--- config.mk ---
export PLATFORM = sky130hd
export DESIGN_NAME = gpio_irq_pending_mask_regs
export DESIGN_NICKNAME = d
export VERILOG_FILES = /design/src/shared/pin_irq_pkg.sv /design/src/logic/gpio_irq_pending_mask_regs.sv /design/src/logic/pin_irq_flag.sv
export VERILOG_INCLUDE_DIRS = /design/src /design/src/shared
export SDC_FILE = /design/constraint.sdc
export NUM_CORES = 1
export LEC_CHECK = 0
export BUFFER_PORTS_ARGS = -buffer_cell sky130_fd_sc_hd__buf_4
export CORE_AREA = 2 2 113 93
export DETAILED_ROUTE_END_ITERATION = 8
export DIE_AREA = 0 0 115 95
export GPL_TIMING_DRIVEN = 0
export SYNTH_ARGS = -nofsm -noshare
export SYNTH_HDL_FRONTEND = slang
export SYNTH_SLANG_ARGS = --single-unit
--- constraint.sdc ---
create_clock -name clk -period 1.55 [get_ports clk]
set_clock_uncertainty 0.1 [all_clocks]
set_input_delay 0.465 -clock clk [delete_from_list [all_inputs] [get_ports clk]]
set_output_delay 0.465 -clock clk [all_outputs]
set_load 0.05 [all_outputs]
--- src/shared/pin_irq_defs.svh ---
// Register offsets, reset values and field layout of the pin interrupt block.
// Assumes an 8-bit register address and 8-bit data from the serial register port.
`ifndef PIN_IRQ_DEFS_SVH
`define PIN_IRQ_DEFS_SVH
`define PENDING_HIGH_ADDR 8'h0b
`define PENDING_LOW_ADDR 8'h0c
`define MASK_HIGH_ADDR 8'h19
`define MASK_LOW_ADDR 8'h1a
`define PENDING_HIGH_RST 8'h00
`define PENDING_LOW_RST 8'h00
`define MASK_HIGH_RST 8'h7f
`define MASK_LOW_RST 8'hff
`define HIGH_USED_BITS 8'h7f
`define EDGE_RISE 2'h1
`define EDGE_FALL 2'h2
`define EDGE_BOTH 2'h3
`endif

--- src/shared/pin_irq_pkg.sv ---
// Types shared by the pin interrupt block.
// Assumes a register access port that is already decoded from the serial link.
package pin_irq_pkg;
	typedef enum logic [1:0] {edge_off, edge_rise, edge_fall, edge_both} edge_select_t;
	typedef struct packed {
		logic wr;
		logic rd;
		logic [7:0] addr;
		logic [7:0] wdata;
	} reg_req_t;
endpackage

--- src/logic/gpio_irq_pending_mask_regs.sv ---
// Second-level pending and mask registers for fifteen pins, with summary request.
// Assumes register requests come decoded from the serial port, one cycle each.
// Assumes pin_in is raw and asynchronous, while edge_select is a steady level on clk.
// Assumes the first-level controller and the pin edge configuration sit outside.
// Assumes rst_n may be released in step with clk.
// How it works
// - The upper pending register at 0x0b holds pins 14..8 in bits 6..0, bit 7 reads zero, reset zero.
// - The lower pending register at 0x0c holds pins 7..0, reset zero.
// - A pending flag reads one while its pin interrupt is outstanding and zero otherwise.
// - The upper mask register at 0x19 holds pin masks 14..8, bit 7 zero, reset 0x7f.
// - The lower mask register at 0x1a holds pin masks 7..0, reset 0xff.
// - A mask bit of one suppresses its pin, zero lets it through, and masks are read/write.
// - Writing one to a pending flag clears it.
// - An event sets its flag only while its mask is zero.
// - A flag is set on the pin edge chosen by its edge select field.
// - The summary request stands while any unmasked pending flag is set.
`timescale 1ns/10ps
`default_nettype none
`include "pin_irq_defs.svh"
module gpio_irq_pending_mask_regs
	import pin_irq_pkg::*;
#(
	parameter int PINS = 15
) (
	input wire logic clk,
	input wire logic rst_n,
	input wire reg_req_t reg_req,
	output logic [7:0] rdata,
	output logic rvalid,
	input wire logic [PINS-1:0] pin_in,
	input wire edge_select_t [PINS-1:0] edge_select,
	output logic first_level_summary
);

	// Synchroniser stages for the raw pins
	logic [PINS-1:0] sync1_ff;
	logic [PINS-1:0] sync2_ff;

	// Register state and registered outputs
	logic [7:0] mask_high_ff;
	logic [7:0] mask_low_ff;
	logic [7:0] rdata_ff;
	logic rvalid_ff;
	logic summary_ff;

	// Per-pin vectors, bit i belongs to pin i
	logic [PINS-1:0] pending;
	logic [PINS-1:0] clear;
	logic [PINS-1:0] mask_all;
	logic [PINS-1:0] live;

	// Register port decode
	logic hit_ph;
	logic hit_pl;
	logic hit_mh;
	logic hit_ml;
	logic wr_ph;
	logic wr_pl;
	logic wr_mh;
	logic wr_ml;
	logic [7:0] wdata_high;
	logic [7:0] clr_high;
	logic [7:0] clr_low;
	logic [7:0] nxt_mask_high;
	logic [7:0] nxt_mask_low;

	// Read-back views and next values of the outputs
	logic [15:0] pend16;
	logic [7:0] rd_pending_high;
	logic [7:0] rd_pending_low;
	logic [7:0] rd_mask_high;
	logic [7:0] rd_mask_low;
	logic [7:0] rd_mux;
	logic [7:0] nxt_rdata;
	logic nxt_rvalid;
	logic nxt_summary;

	// Pins come from outside the clock domain, so two stages before any logic
	always_ff @(posedge clk or negedge rst_n) begin
		if (!rst_n) begin
			sync1_ff <= '0;
		end else begin
			sync1_ff <= pin_in;
		end
	end

	// Nothing but this stage reads the first one
	always_ff @(posedge clk or negedge rst_n) begin
		if (!rst_n) begin
			sync2_ff <= '0;
		end else begin
			sync2_ff <= sync1_ff;
		end
	end

	// Register port decode, one request per cycle
	// Writes to unmapped offsets match no hit and change nothing
	assign hit_ph = reg_req.addr == `PENDING_HIGH_ADDR;
	assign hit_pl = reg_req.addr == `PENDING_LOW_ADDR;
	assign hit_mh = reg_req.addr == `MASK_HIGH_ADDR;
	assign hit_ml = reg_req.addr == `MASK_LOW_ADDR;
	assign wr_ph = reg_req.wr & hit_ph;
	assign wr_pl = reg_req.wr & hit_pl;
	assign wr_mh = reg_req.wr & hit_mh;
	assign wr_ml = reg_req.wr & hit_ml;
	// Reserved bit 7 of the upper registers is dropped before it reaches any state
	assign wdata_high = reg_req.wdata & `HIGH_USED_BITS;
	// Write-one clear; a zero bit leaves its flag alone
	assign clr_high = wr_ph ? wdata_high : 8'h00;
	assign clr_low = wr_pl ? reg_req.wdata : 8'h00;
	assign nxt_mask_high = wr_mh ? wdata_high : mask_high_ff;
	assign nxt_mask_low = wr_ml ? reg_req.wdata : mask_low_ff;

	// Routing per pin keeps the register layout fixed even if PINS is trimmed
	genvar i;
	generate
		for (i = 0; i < PINS; i++) begin : g_map
			if (i < 8) begin : g_low
				assign clear[i] = clr_low[i];
				assign mask_all[i] = mask_low_ff[i];
			end else begin : g_high
				assign clear[i] = clr_high[i-8];
				assign mask_all[i] = mask_high_ff[i-8];
			end
		end
	endgenerate

	// One flag per pin, each with its own edge detector
	generate
		for (i = 0; i < PINS; i++) begin : g_flag
			pin_irq_flag u_flag (
				.clk(clk),
				.rst_n(rst_n),
				.pin_sync(sync2_ff[i]),
				.edge_select(edge_select[i]),
				.mask(mask_all[i]),
				.clear(clear[i]),
				.pending(pending[i])
			);
		end
	endgenerate

	// Read-back views; reserved bits are forced to zero here
	assign pend16 = 16'(pending);
	assign rd_pending_high = {1'b0, pend16[14:8]};
	assign rd_pending_low = pend16[7:0];
	assign rd_mask_high = {1'b0, mask_high_ff[6:0]};
	assign rd_mask_low = mask_low_ff;
	always_comb begin
		if (hit_ph) begin
			rd_mux = rd_pending_high;
		end else if (hit_pl) begin
			rd_mux = rd_pending_low;
		end else if (hit_mh) begin
			rd_mux = rd_mask_high;
		end else if (hit_ml) begin
			rd_mux = rd_mask_low;
		end else begin
			// Unmapped offsets read as zero
			rd_mux = 8'h00;
		end
	end
	// Read data holds between reads, so a slow host can still pick it up
	assign nxt_rdata = reg_req.rd ? rd_mux : rdata_ff;
	assign nxt_rvalid = reg_req.rd;
	assign live = pending & ~mask_all;
	// Flags only set while unmasked, but a later mask still hides a stale flag
	assign nxt_summary = |live;

	// Masks start set so no pin can interrupt before the host has set it up
	always_ff @(posedge clk or negedge rst_n) begin
		if (!rst_n) begin
			mask_high_ff <= `MASK_HIGH_RST;
		end else begin
			mask_high_ff <= nxt_mask_high;
		end
	end

	// Lower mask, same reasoning as the upper one
	always_ff @(posedge clk or negedge rst_n) begin
		if (!rst_n) begin
			mask_low_ff <= `MASK_LOW_RST;
		end else begin
			mask_low_ff <= nxt_mask_low;
		end
	end

	// Read data register, changed only by a read
	always_ff @(posedge clk or negedge rst_n) begin
		if (!rst_n) begin
			rdata_ff <= 8'h00;
		end else begin
			rdata_ff <= nxt_rdata;
		end
	end

	// One-cycle answer strobe, exactly one cycle after the read request
	always_ff @(posedge clk or negedge rst_n) begin
		if (!rst_n) begin
			rvalid_ff <= 1'b0;
		end else begin
			rvalid_ff <= nxt_rvalid;
		end
	end

	// Registered so the request line cannot glitch while flags settle
	always_ff @(posedge clk or negedge rst_n) begin
		if (!rst_n) begin
			summary_ff <= 1'b0;
		end else begin
			summary_ff <= nxt_summary;
		end
	end

	// Every output comes straight from a flop
	assign rdata = rdata_ff;
	assign rvalid = rvalid_ff;
	assign first_level_summary = summary_ff;
endmodule // gpio_irq_pending_mask_regs
`default_nettype wire

--- src/logic/pin_irq_flag.sv ---
// One pending flag: edge detect on a synchronised pin, mask gate, write-one clear.
// Assumes pin_sync is already synchronised to clk.
`timescale 1ns/10ps
`default_nettype none
module pin_irq_flag
	import pin_irq_pkg::*;
(
	input wire logic clk,
	input wire logic rst_n,
	input wire logic pin_sync,
	input wire edge_select_t edge_select,
	input wire logic mask,
	input wire logic clear,
	output logic pending
);
	logic prev_ff;
	logic pending_ff;
	wire rise = pin_sync & ~prev_ff;
	wire fall = ~pin_sync & prev_ff;
	wire hit = ((edge_select == edge_rise) & rise) | ((edge_select == edge_fall) & fall) |
		((edge_select == edge_both) & (rise | fall));
	wire set_ev = hit & ~mask;
	// Set wins over a clear in the same cycle so no event is lost
	wire nxt_pending = set_ev | (pending_ff & ~clear);
	always_ff @(posedge clk or negedge rst_n) begin
		if (!rst_n) begin
			prev_ff <= 1'b0;
			pending_ff <= 1'b0;
		end else begin
			prev_ff <= pin_sync;
			pending_ff <= nxt_pending;
		end
	end
	assign pending = pending_ff;
endmodule // pin_irq_flag
`default_nettype wire

==> out/qor.txt, run 1 <==
CTS tree: built
Fin util: 50.6%
Final Total Pwr: 4.80 mW
Ys Warns: 0
GR Overflow Total: 0
Wire per inst: 15.0 um
Worst min path class: in2reg
Flop pwr share: 49.9%
CP Data Required Time: 1.67 ns
Hold Vio Cnt, Final: 0
Synth top area cells: dfrtp_1 (45%), dfstp_2 (10%), ha_1 (9.7%), inv_1 (4.6%), mux2_2 (4.4%)
Most common cell after layout, fill and taps aside: buf_4
Vias: 2,738
Initial antenna violation count: 0
EDFF count, synth: 0
Top Usage Layer GRT: met2
Final std cells w/o fill: 553
Area growth syn-to-layout: 29.9%
Worst Slack Setup Final: -0.0986 ns
Synth area leader: dfrtp_1
Most frequent cells in the layout: buf_4 (72), dfrtp_1 (70), inv_1 (47)
Final setup vio count: 38
Worst setup EP type: flip-flop
Outcome: finished, violations left
Power Density: 957 mW/mm^2
First drt pass iteration count: 6
Power Internal: 3.66 mW
Placed Cells incl. Taps: 535
Unrepaired setup endpoints after global routing: true
CP startpoint kind: input pin
Post-Syn Instances: 339
Crit share post-route: 106%
GR met2 Demand/Resource: 25.5%
Synth top area share: 45.4%
N_diodes: 0
CTS clock-pin slew for the worst setup and hold paths: 0.06 ns
Die Span Y: 95 um
Final wirelength: 8290 um
WP data arrival: 1.77 ns
Setup TNS: -1.91 ns
Crit path time final: 1.65 ns
Switching portion of total power: 23.7%
Ys flop type: dfrtp_1
Crit-path max FO: 7
Post-CTS Hold Fix Bufs: 0
Synth Area per Inst: 11.4 um^2
H-tree level count: 3
Post-DP Area: 0.00458 mm^2
Post-DRT Antenna Nets: 0
Clock Latency Late Sink: 0.33 ns
Final Instance Area: 0.00501 mm^2
Grt met1 use: 21.3%
FP Rows: 33
Layout net count: 521
Total track usage: 16.2%
Cell variety after synth: 35
Worst-margin pin slew: 1.06 ns
Net count after synthesis: 434
Max Buffers Root-to-Sink: 2
Placer Congestion: 0.768
Clk pwr share: 39.3%
Async set-reset flop share out of synthesis: 100%
Comb pwr share: 10.9%
Die Width: 115 um
Die Area: 0.0109 mm^2
Slew Viols, Final: 0
Worst slew margin: 29.4%
Peak VDD IR: 800 uV
DR vias/cell: 4.95
Syn Std Cell Area: 0.00386 mm^2
Largest net degree at the start of global routing: 86
Max-cap viol count: 0
FMAX: 607 MHz
First-pass GRT wire length: 13,400 um
Core outline area: 0.00991 mm^2
Leakage: 2.43 nW
CTS Buf Count: 9
Met3 Track Usage GR: 5.84%
Final hold slack: 0.134 ns
Violated checks: negative setup slack
Total clock sinks: 85
Port Buffers: 74
DRC violations left: 0
Yosys reg bits: 85
Io pins: 75
Switching power total: 1.13 mW
Vias in the first global route: 2,789
Initial DRC Count: 118
Initial Utilization: 39.0%
DP Worst Slack: -0.585 ns
CP Class: in2reg
HPWL after DPL: 5780 um
Seq/Total Area, Yosys: 55.6%
Layout cells sized above 1: 35.0%
Clock Root Buffer: clkbuf_16
area by class of cell:
class	count	area (um^2)
buffer	1	5.00
clock buffer	16	251
fill	914	4900
inverter	47	176
multi-input combinational	204	1670
sequential	85	2150
tap	122	153
timing repair buffer	78	617
worst max-delay path: stages:
cell     delay [ns]
buf_6          0.09
or4_4          0.62
nor2_4         0.16
nand2_4        0.12
o221a_2        0.30
power groups by stage:
stage               sequential [mW]  combinational (mW)  clock [mW]
finish                         2.39               0.521        1.88
global route                   2.40               0.584        2.04
CTS                            2.39               0.510        1.96
detailed placement             2.43               0.501           0
global placement               2.43               0.483           0
floorplan                      2.47               0.179           0
routing by layer:
| metal | share of wire [%] | wire [um] | vias to the layer above |
|---|---|---|---|
| li1 | - | - | 1336 |
| met1 | 48 | 3960 | 1316 |
| met2 | 45 | 3750 | 78 |
| met3 | 5.7 | 471 | 8 |
| met4 | 1.3 | 104 | 0 |
| met5 | 0 | 0 | - |
timing repair:
| action | in CTS | in global routing |
|---|---|---|
| buffers inserted | 4 | 0 |
| pin swaps | 6 | 7 |
| resized for setup | 13 | 19 |
| endpoints found under the setup margin | 30 | 38 |
cell families (layout without fill, tap and decap cells):
group	after synthesis	count (layout)	synth area share [%]
mux	22	22	6.19
flops	85	85	55.6
fa+ha+maj	30	30	9.72
buf+inv	50	142	4.89
compound gates	69	69	13.2
simple gates	83	83	10.4
sequential cells by signal, indices dropped and copies added (netlist names):
name	flops
rdata	8
mask_high_ff	7
sync2_ff	15
g_flag.u_flag.prev_ff	15
mask_low_ff	8
g_flag.u_flag.pending	15
rvalid	1
sync1_ff	15
first_level_summary	1
Yosys cell counts, types with 2 or more instances:
cell type and n:
and4_2 2, inv_1 47, clkbuf_1 2, nor2_1 20, dfrtp_1 70, dfstp_2 15
a21oi_1 20, mux2i_1 7, o21ai_0 5, nand3_1 2, nor3_4 2, mux2_2 15
ha_1 30, nor2b_1 3, o211ai_1 5, o22ai_1 5, o221a_2 7, a22o_1 12
nand2_1 45, o2bb2ai_1 10
final timing paths:
path	start	end	slack, ns	depth (start not counted)
setup / recovery	reg_req[15]	rdata[5]	-0.1	5
hold / removal	pin_in[12]	sync1_ff[12]	0.13	1
setup reg to reg	sync2_ff[10]	g_flag[10].u_flag.pending	0.15	5
hold reg to reg	sync1_ff[9]	sync2_ff[9]	0.24	0
max in group asynchronous	rst_n	sync2_ff[14]	0.46	1
min in group asynchronous	rst_n	sync1_ff[2]	0.23	1
No activity file was read; power rests on OpenSTA's default activity.
==> run 2, diff against run 1 <==
--- a/config.mk
+++ b/config.mk
@@ -11,6 +11,7 @@
 export DETAILED_ROUTE_END_ITERATION = 8
 export DIE_AREA = 0 0 115 95
 export GPL_TIMING_DRIVEN = 0
+export PLACE_DENSITY_LB_ADDON = 0.08
 export SYNTH_ARGS = -nofsm -noshare
 export SYNTH_HDL_FRONTEND = slang
 export SYNTH_SLANG_ARGS = --single-unit
==> out/qor.txt, run 2 (synthesis results as in run 1) <==
Worst-margin pin slew: 1.08 ns
H-tree level count: 3
Placer Congestion: 0.745
CTS clock-pin slew for the worst setup and hold paths: 0.06 ns
Violated checks: negative setup slack
DP Worst Slack: -0.617 ns
Clock Root Buffer: clkbuf_16
HP Start: pin_in[4]
FF-to-FF End: g_flag[5].u_flag.pending
Wire per inst: 14.6 um
WP data arrival: 1.76 ns
Leakage: 2.45 nW
Crit-path max FO: 7
Worst min path class: in2reg
Post-CTS Hold Fix Bufs: 0
Total track usage: 16.0%
Crit share post-route: 106%
Initial DRC Count: 86
Endpoint, Worst Hold: sync1_ff[4]
# fillers: 915
Setup TNS: -1.26 ns
Power Density: 974 mW/mm^2
CP Class: in2reg
Initial antenna violation count: 0
Die Span Y: 95 um
Placed Cells incl. Taps: 535
Most frequent cells in the layout: buf_4 (72), dfrtp_1 (70), inv_1 (47)
Reg-to-reg startpoint: sync2_ff[5]
First-pass GRT wire length: 13,000 um
Largest net degree at the start of global routing: 86
Final std cells w/o fill: 553
FMAX: 608 MHz
Switching portion of total power: 23.2%
Core outline area: 0.00991 mm^2
Die Width: 115 um
CTS tree: built
Vias in the first global route: 2,714
Final Total Pwr: 4.93 mW
Power Internal: 3.79 mW
HPWL after DPL: 5720 um
Max Buffers Root-to-Sink: 2
Worst slew margin: 28.1%
Clock Latency Late Sink: 0.33 ns
Comb pwr share: 10.5%
CP Data Required Time: 1.67 ns
Worst Slack Setup Final: -0.0947 ns
Max-cap viol count: 0
Die Area: 0.0109 mm^2
Worst setup EP type: flip-flop
Post-DP Area: 0.00458 mm^2
CP startpoint kind: input pin
Hold Vio Cnt, Final: 0
Clk pwr share: 41.0%
R2R depth: 5
Switching power total: 1.14 mW
Flop pwr share: 48.5%
First drt pass iteration count: 4
Area growth syn-to-layout: 31.2%
Most common cell after layout, fill and taps aside: buf_4
Initial Utilization: 39.0%
Final setup vio count: 23
Vias: 2,741
Layout net count: 521
GR Overflow Total: 0
FP Rows: 33
Post-DRT Antenna Nets: 0
Io pins: 75
Worst reg-to-reg setup slack: 0.15 ns
Slew Viols, Final: 0
Final Instance Area: 0.00506 mm^2
Total clock sinks: 85
CTS Buf Count: 9
Peak VDD IR: 652 uV
Min-Delay Path Depth: 1
DR vias/cell: 4.96
Port Buffers: 74
Crit path time final: 1.64 ns
N_diodes: 0
Layout cells sized above 1: 35.7%
Outcome: finished, violations left
DRC violations left: 0
Unrepaired setup endpoints after global routing: true
Final wirelength: 8100 um
## run 2: cell count changes in the layout (fill, tap and decap cells not counted), sizes merged
cell / before / now
clkbuf: 16 / 15
clkinv: 0 / 1
## run 2: how the worst max path moves through the flow
stage / from / endpoint / depth (start not counted)
final: reg_req[15] / rdata[0] / 5
after global routing: reg_req[15] / g_flag[0].u_flag.pending / 6
after CTS: reg_req[14] / g_flag[5].u_flag.pending / 6
after detailed placement: reg_req[12] / g_flag[0].u_flag.pending / 5
after global placement: reg_req[12] / g_flag[0].u_flag.pending / 5
after floorplan: reg_req[12] / g_flag[0].u_flag.pending / 4
## run 2: area by class of cell
| cell class | count | area [um^2] | area share (%) |
|---|---|---|---|
| well taps | 122 | 153 | 3.01 |
| plain buffers | 1 | 5.00 | 0.0988 |
| flip-flops and latches | 85 | 2150 | 42.4 |
| clock buffers | 15 | 278 | 5.48 |
| inverters | 47 | 176 | 3.48 |
| multi-input cells | 204 | 1690 | 33.3 |
| clock inverters | 1 | 5.00 | 0.0988 |
| repair buffers | 78 | 617 | 12.2 |
## run 2: per-stage QoR
step                      util [%]  hold WS, ns
after floorplan                  -       0.0694
after global placement        46.2        0.231
after detailed placement      46.2        0.235
after CTS                     50.6        0.117
after global routing          51.1        0.113
final                         51.1        0.131
## run 2: per-layer routing
layer  wire [um]  track usage (%)
met5           0                0
met4         108             5.12
met3         420             5.01
met2        3720             25.8
met1        3850             20.5
## run 2: power by group through the flow
| stage | Combinational, mW | Clock [mW] | Sequential, mW |
|---|---|---|---|
| floorplan | 0.179 | 0 | 2.47 |
| global placement | 0.485 | 0 | 2.43 |
| detailed placement | 0.498 | 0 | 2.43 |
| CTS | 0.522 | 2.10 | 2.39 |
| global route | 0.580 | 2.18 | 2.40 |
| finish | 0.517 | 2.02 | 2.39 |
## run 2: critical path, stage by stage
cell and delay [ns]:
buf_6 0.09, or4_4 0.61, nor2_4 0.18, nand2_4 0.13, o221a_4 0.29
## run 2: timing repair
action                                  in CTS  in global routing
buffers inserted                             4                  0
gates resized for setup                     23                 10
endpoints found under the setup margin      30                 31
endpoints found under the hold margin        0                  0
pin swaps                                    7                  7
==> run 3, diff against run 2 <==
--- a/config.mk
+++ b/config.mk
@@ -6,10 +6,12 @@
 export SDC_FILE = /design/constraint.sdc
 export NUM_CORES = 1
 export LEC_CHECK = 0
+export ABC_AREA = 1
 export BUFFER_PORTS_ARGS = -buffer_cell sky130_fd_sc_hd__buf_4
-export CORE_AREA = 2 2 113 93
+export CORE_AREA = 2 2 116 96
+export CTS_BUF_LIST = sky130_fd_sc_hd__clkbuf_8
 export DETAILED_ROUTE_END_ITERATION = 8
-export DIE_AREA = 0 0 115 95
+export DIE_AREA = 0 0 118 98
 export GPL_TIMING_DRIVEN = 0
 export PLACE_DENSITY_LB_ADDON = 0.08
 export SYNTH_ARGS = -nofsm -noshare
==> out/qor.txt, run 3 <==
Vias in the first global route: 3,137
CP startpoint kind: flip-flop
Synth Area per Inst: 9.58 um^2
Setup TNS: 0 ns
Layout net count: 604
Yosys reg bits: 85
Io pins: 75
# fillers: 1,062
Cells along the critical path: buf_6
Worst setup EP type: primary output
Ys Warns: 0
Metal1 wirelength: 4280 um
H-tree level count: 3
Outcome: finished clean
Seq/Total Area, Yosys: 52.8%
Final wirelength: 8940 um
Total track usage: 16.9%
Worst Slack Setup Final: 0.0418 ns
Port Buffers: 74
Post-synth top cells: nand2_1 (109), dfrtp_1 (70), inv_1 (55), nand3_1 (37), ha_1 (30)
Crit path max-delay family: flip-flops
Crit path time final: 1.51 ns
Most frequent cells in the layout: nand2_1 (109), buf_4 (71), dfrtp_1 (70)
Total clock sinks: 85
Die Width: 118 um
Synth top area share: 43.1%
Die Span Y: 98 um
EDFF count, synth: 0
Most common cell after layout, fill and taps aside: nand2_1
Vias: 3,056
Hold Vio Cnt, Final: 0
DRC violations left: 0
Placer Congestion: 0.864
Peak VDD IR: 532 uV
Wire per inst: 13.6 um
DR vias/cell: 4.64
Worst path bufs/invs: 1
Worst-margin pin slew: 1.10 ns
Async set-reset flop share out of synthesis: 100%
Max-cap viol count: 0
First drt pass iteration count: 4
Area growth syn-to-layout: 23.9%
Unrepaired setup endpoints after global routing: false
FP Rows: 34
Die Area: 0.0116 mm^2
FMAX: 663 MHz
Worst min path class: in2reg
Fin util: 47.9%
First-pass GRT wire length: 15,400 um
Core outline area: 0.0105 mm^2
Synth top area cells: dfrtp_1 (43%), nand2_1 (10%), dfstp_2 (9.7%), ha_1 (9.2%), inv_1 (5.1%)
HPWL after DPL: 6710 um
Leakage: 2.69 nW
CP Data Required Time: 0.98 ns
Net count after synthesis: 519
Met2 Routed Length: 4060 um
WL met3: 532 um
N_diodes: 0
Clock Root Buffer: clkbuf_8
Crit path largest cell delay: 0.42 ns
Crit-path max FO: 2
Layout cells sized above 1: 25.9%
CP Class: reg2out
GR Overflow Total: 0
Post-DRT Antenna Nets: 0
WP data arrival: 0.94 ns
CTS tree: built
Top-count cell post-synth: nand2_1
DP Worst Slack: -0.158 ns
Largest net degree at the start of global routing: 86
Multi-input logic area: 0.00164 mm^2
Max Buffers Root-to-Sink: 2
Slew Viols, Final: 0
CTS Buf Count: 9
Initial antenna violation count: 0
Initial Utilization: 38.7%
Slowest cell on crit path: dfrtp_1
Highest routed layer: met4
Synth area leader: dfrtp_1
Sequential cell area: 0.00215 mm^2
Post-Syn Instances: 424
Clock Latency Late Sink: 0.36 ns
Syn Std Cell Area: 0.00406 mm^2
CTS clock-pin slew for the worst setup and hold paths: 0.09 ns
Cell variety after synth: 28
Initial DRC Count: 188
Worst slew margin: 26.5%
Crit share post-route: 97.3%
Final setup vio count: 0
Ys flop type: dfrtp_1
Power Density: 1000 mW/mm^2
==> run 3: worst paths after layout <==
check	from	endpoint	slack, ns	depth (start not counted)
max	rdata[5]	rdata[5]	0.04	1
min	pin_in[4]	sync1_ff[4]	0.10	1
max reg2reg	mask_high_ff[4]	first_level_summary	0.19	5
min reg2reg	sync1_ff[6]	sync2_ff[6]	0.25	0
max in group asynchronous	rst_n	rdata[7]	0.43	1
min in group asynchronous	rst_n	sync1_ff[14]	0.21	1
==> run 3: cells by family (layout without fill, tap and decap cells) <==
family | Yosys count | count (layout) | share of synthesized area, %
buffers and inverters | 63 | 153 | 6.78
adders and majority gates | 30 | 30 | 9.24
DFF | 85 | 85 | 52.8
and+or+nand+nor | 198 | 198 | 23.1
AOI/OAI and AO/OA | 48 | 48 | 8.04
==> run 3: area by class of cell <==
class / instances / share of cell area, %
plain buffers: 6 / 1.22
well taps: 144 / 3.58
clock inverters: 3 / 0.845
inverters: 57 / 4.25
multi-input cells: 276 / 32.6
clock buffers: 13 / 3.55
flip-flops and latches: 85 / 42.6
repair buffers: 74 / 11.3
==> run 3: worst register-to-register path: stages (launching register included) <==
cell and delay (ns):
dfstp_2 0.55, inv_1 0.07, nand2_1 0.11, o211ai_1 0.12, nor2_1 0.14, nand4_1 0.14
==> run 3: repair_timing <==
action                     CTS  global route
setup buffers                0             0
resized for setup            3             1
hold buffers                 0             0
pin swaps                    0             0
setup endpoints to repair    3             1
==> run 3: through the flow <==
stage	total power, mW	hold slack (ns)	std cells	instance area [um^2]
floorplan	3.02	0.0694	424	4060
global placement	3.37	0.231	642	4800
detailed placement	3.40	0.236	642	4800
CTS	5.14	0.0816	658	5030
global route	5.36	0.0710	658	5030
finish	5.05	0.103	658	5030
==> run 3: per-layer routing <==
layer  up-vias  GRT usage [%]
li1       1533              -
met1      1442           23.5
met2        75           26.3
met3         6           5.37
met4         0           3.06
met5         -              0
==> run 3: power by group <==
part | internal, mW | leakage, nW | switching [mW]
registers | 2.46 | 0.979 | 0.188
logic | 0.300 | 1.59 | 0.407
clock network | 0.919 | 0.117 | 0.770
total | 3.68 | 2.69 | 1.36
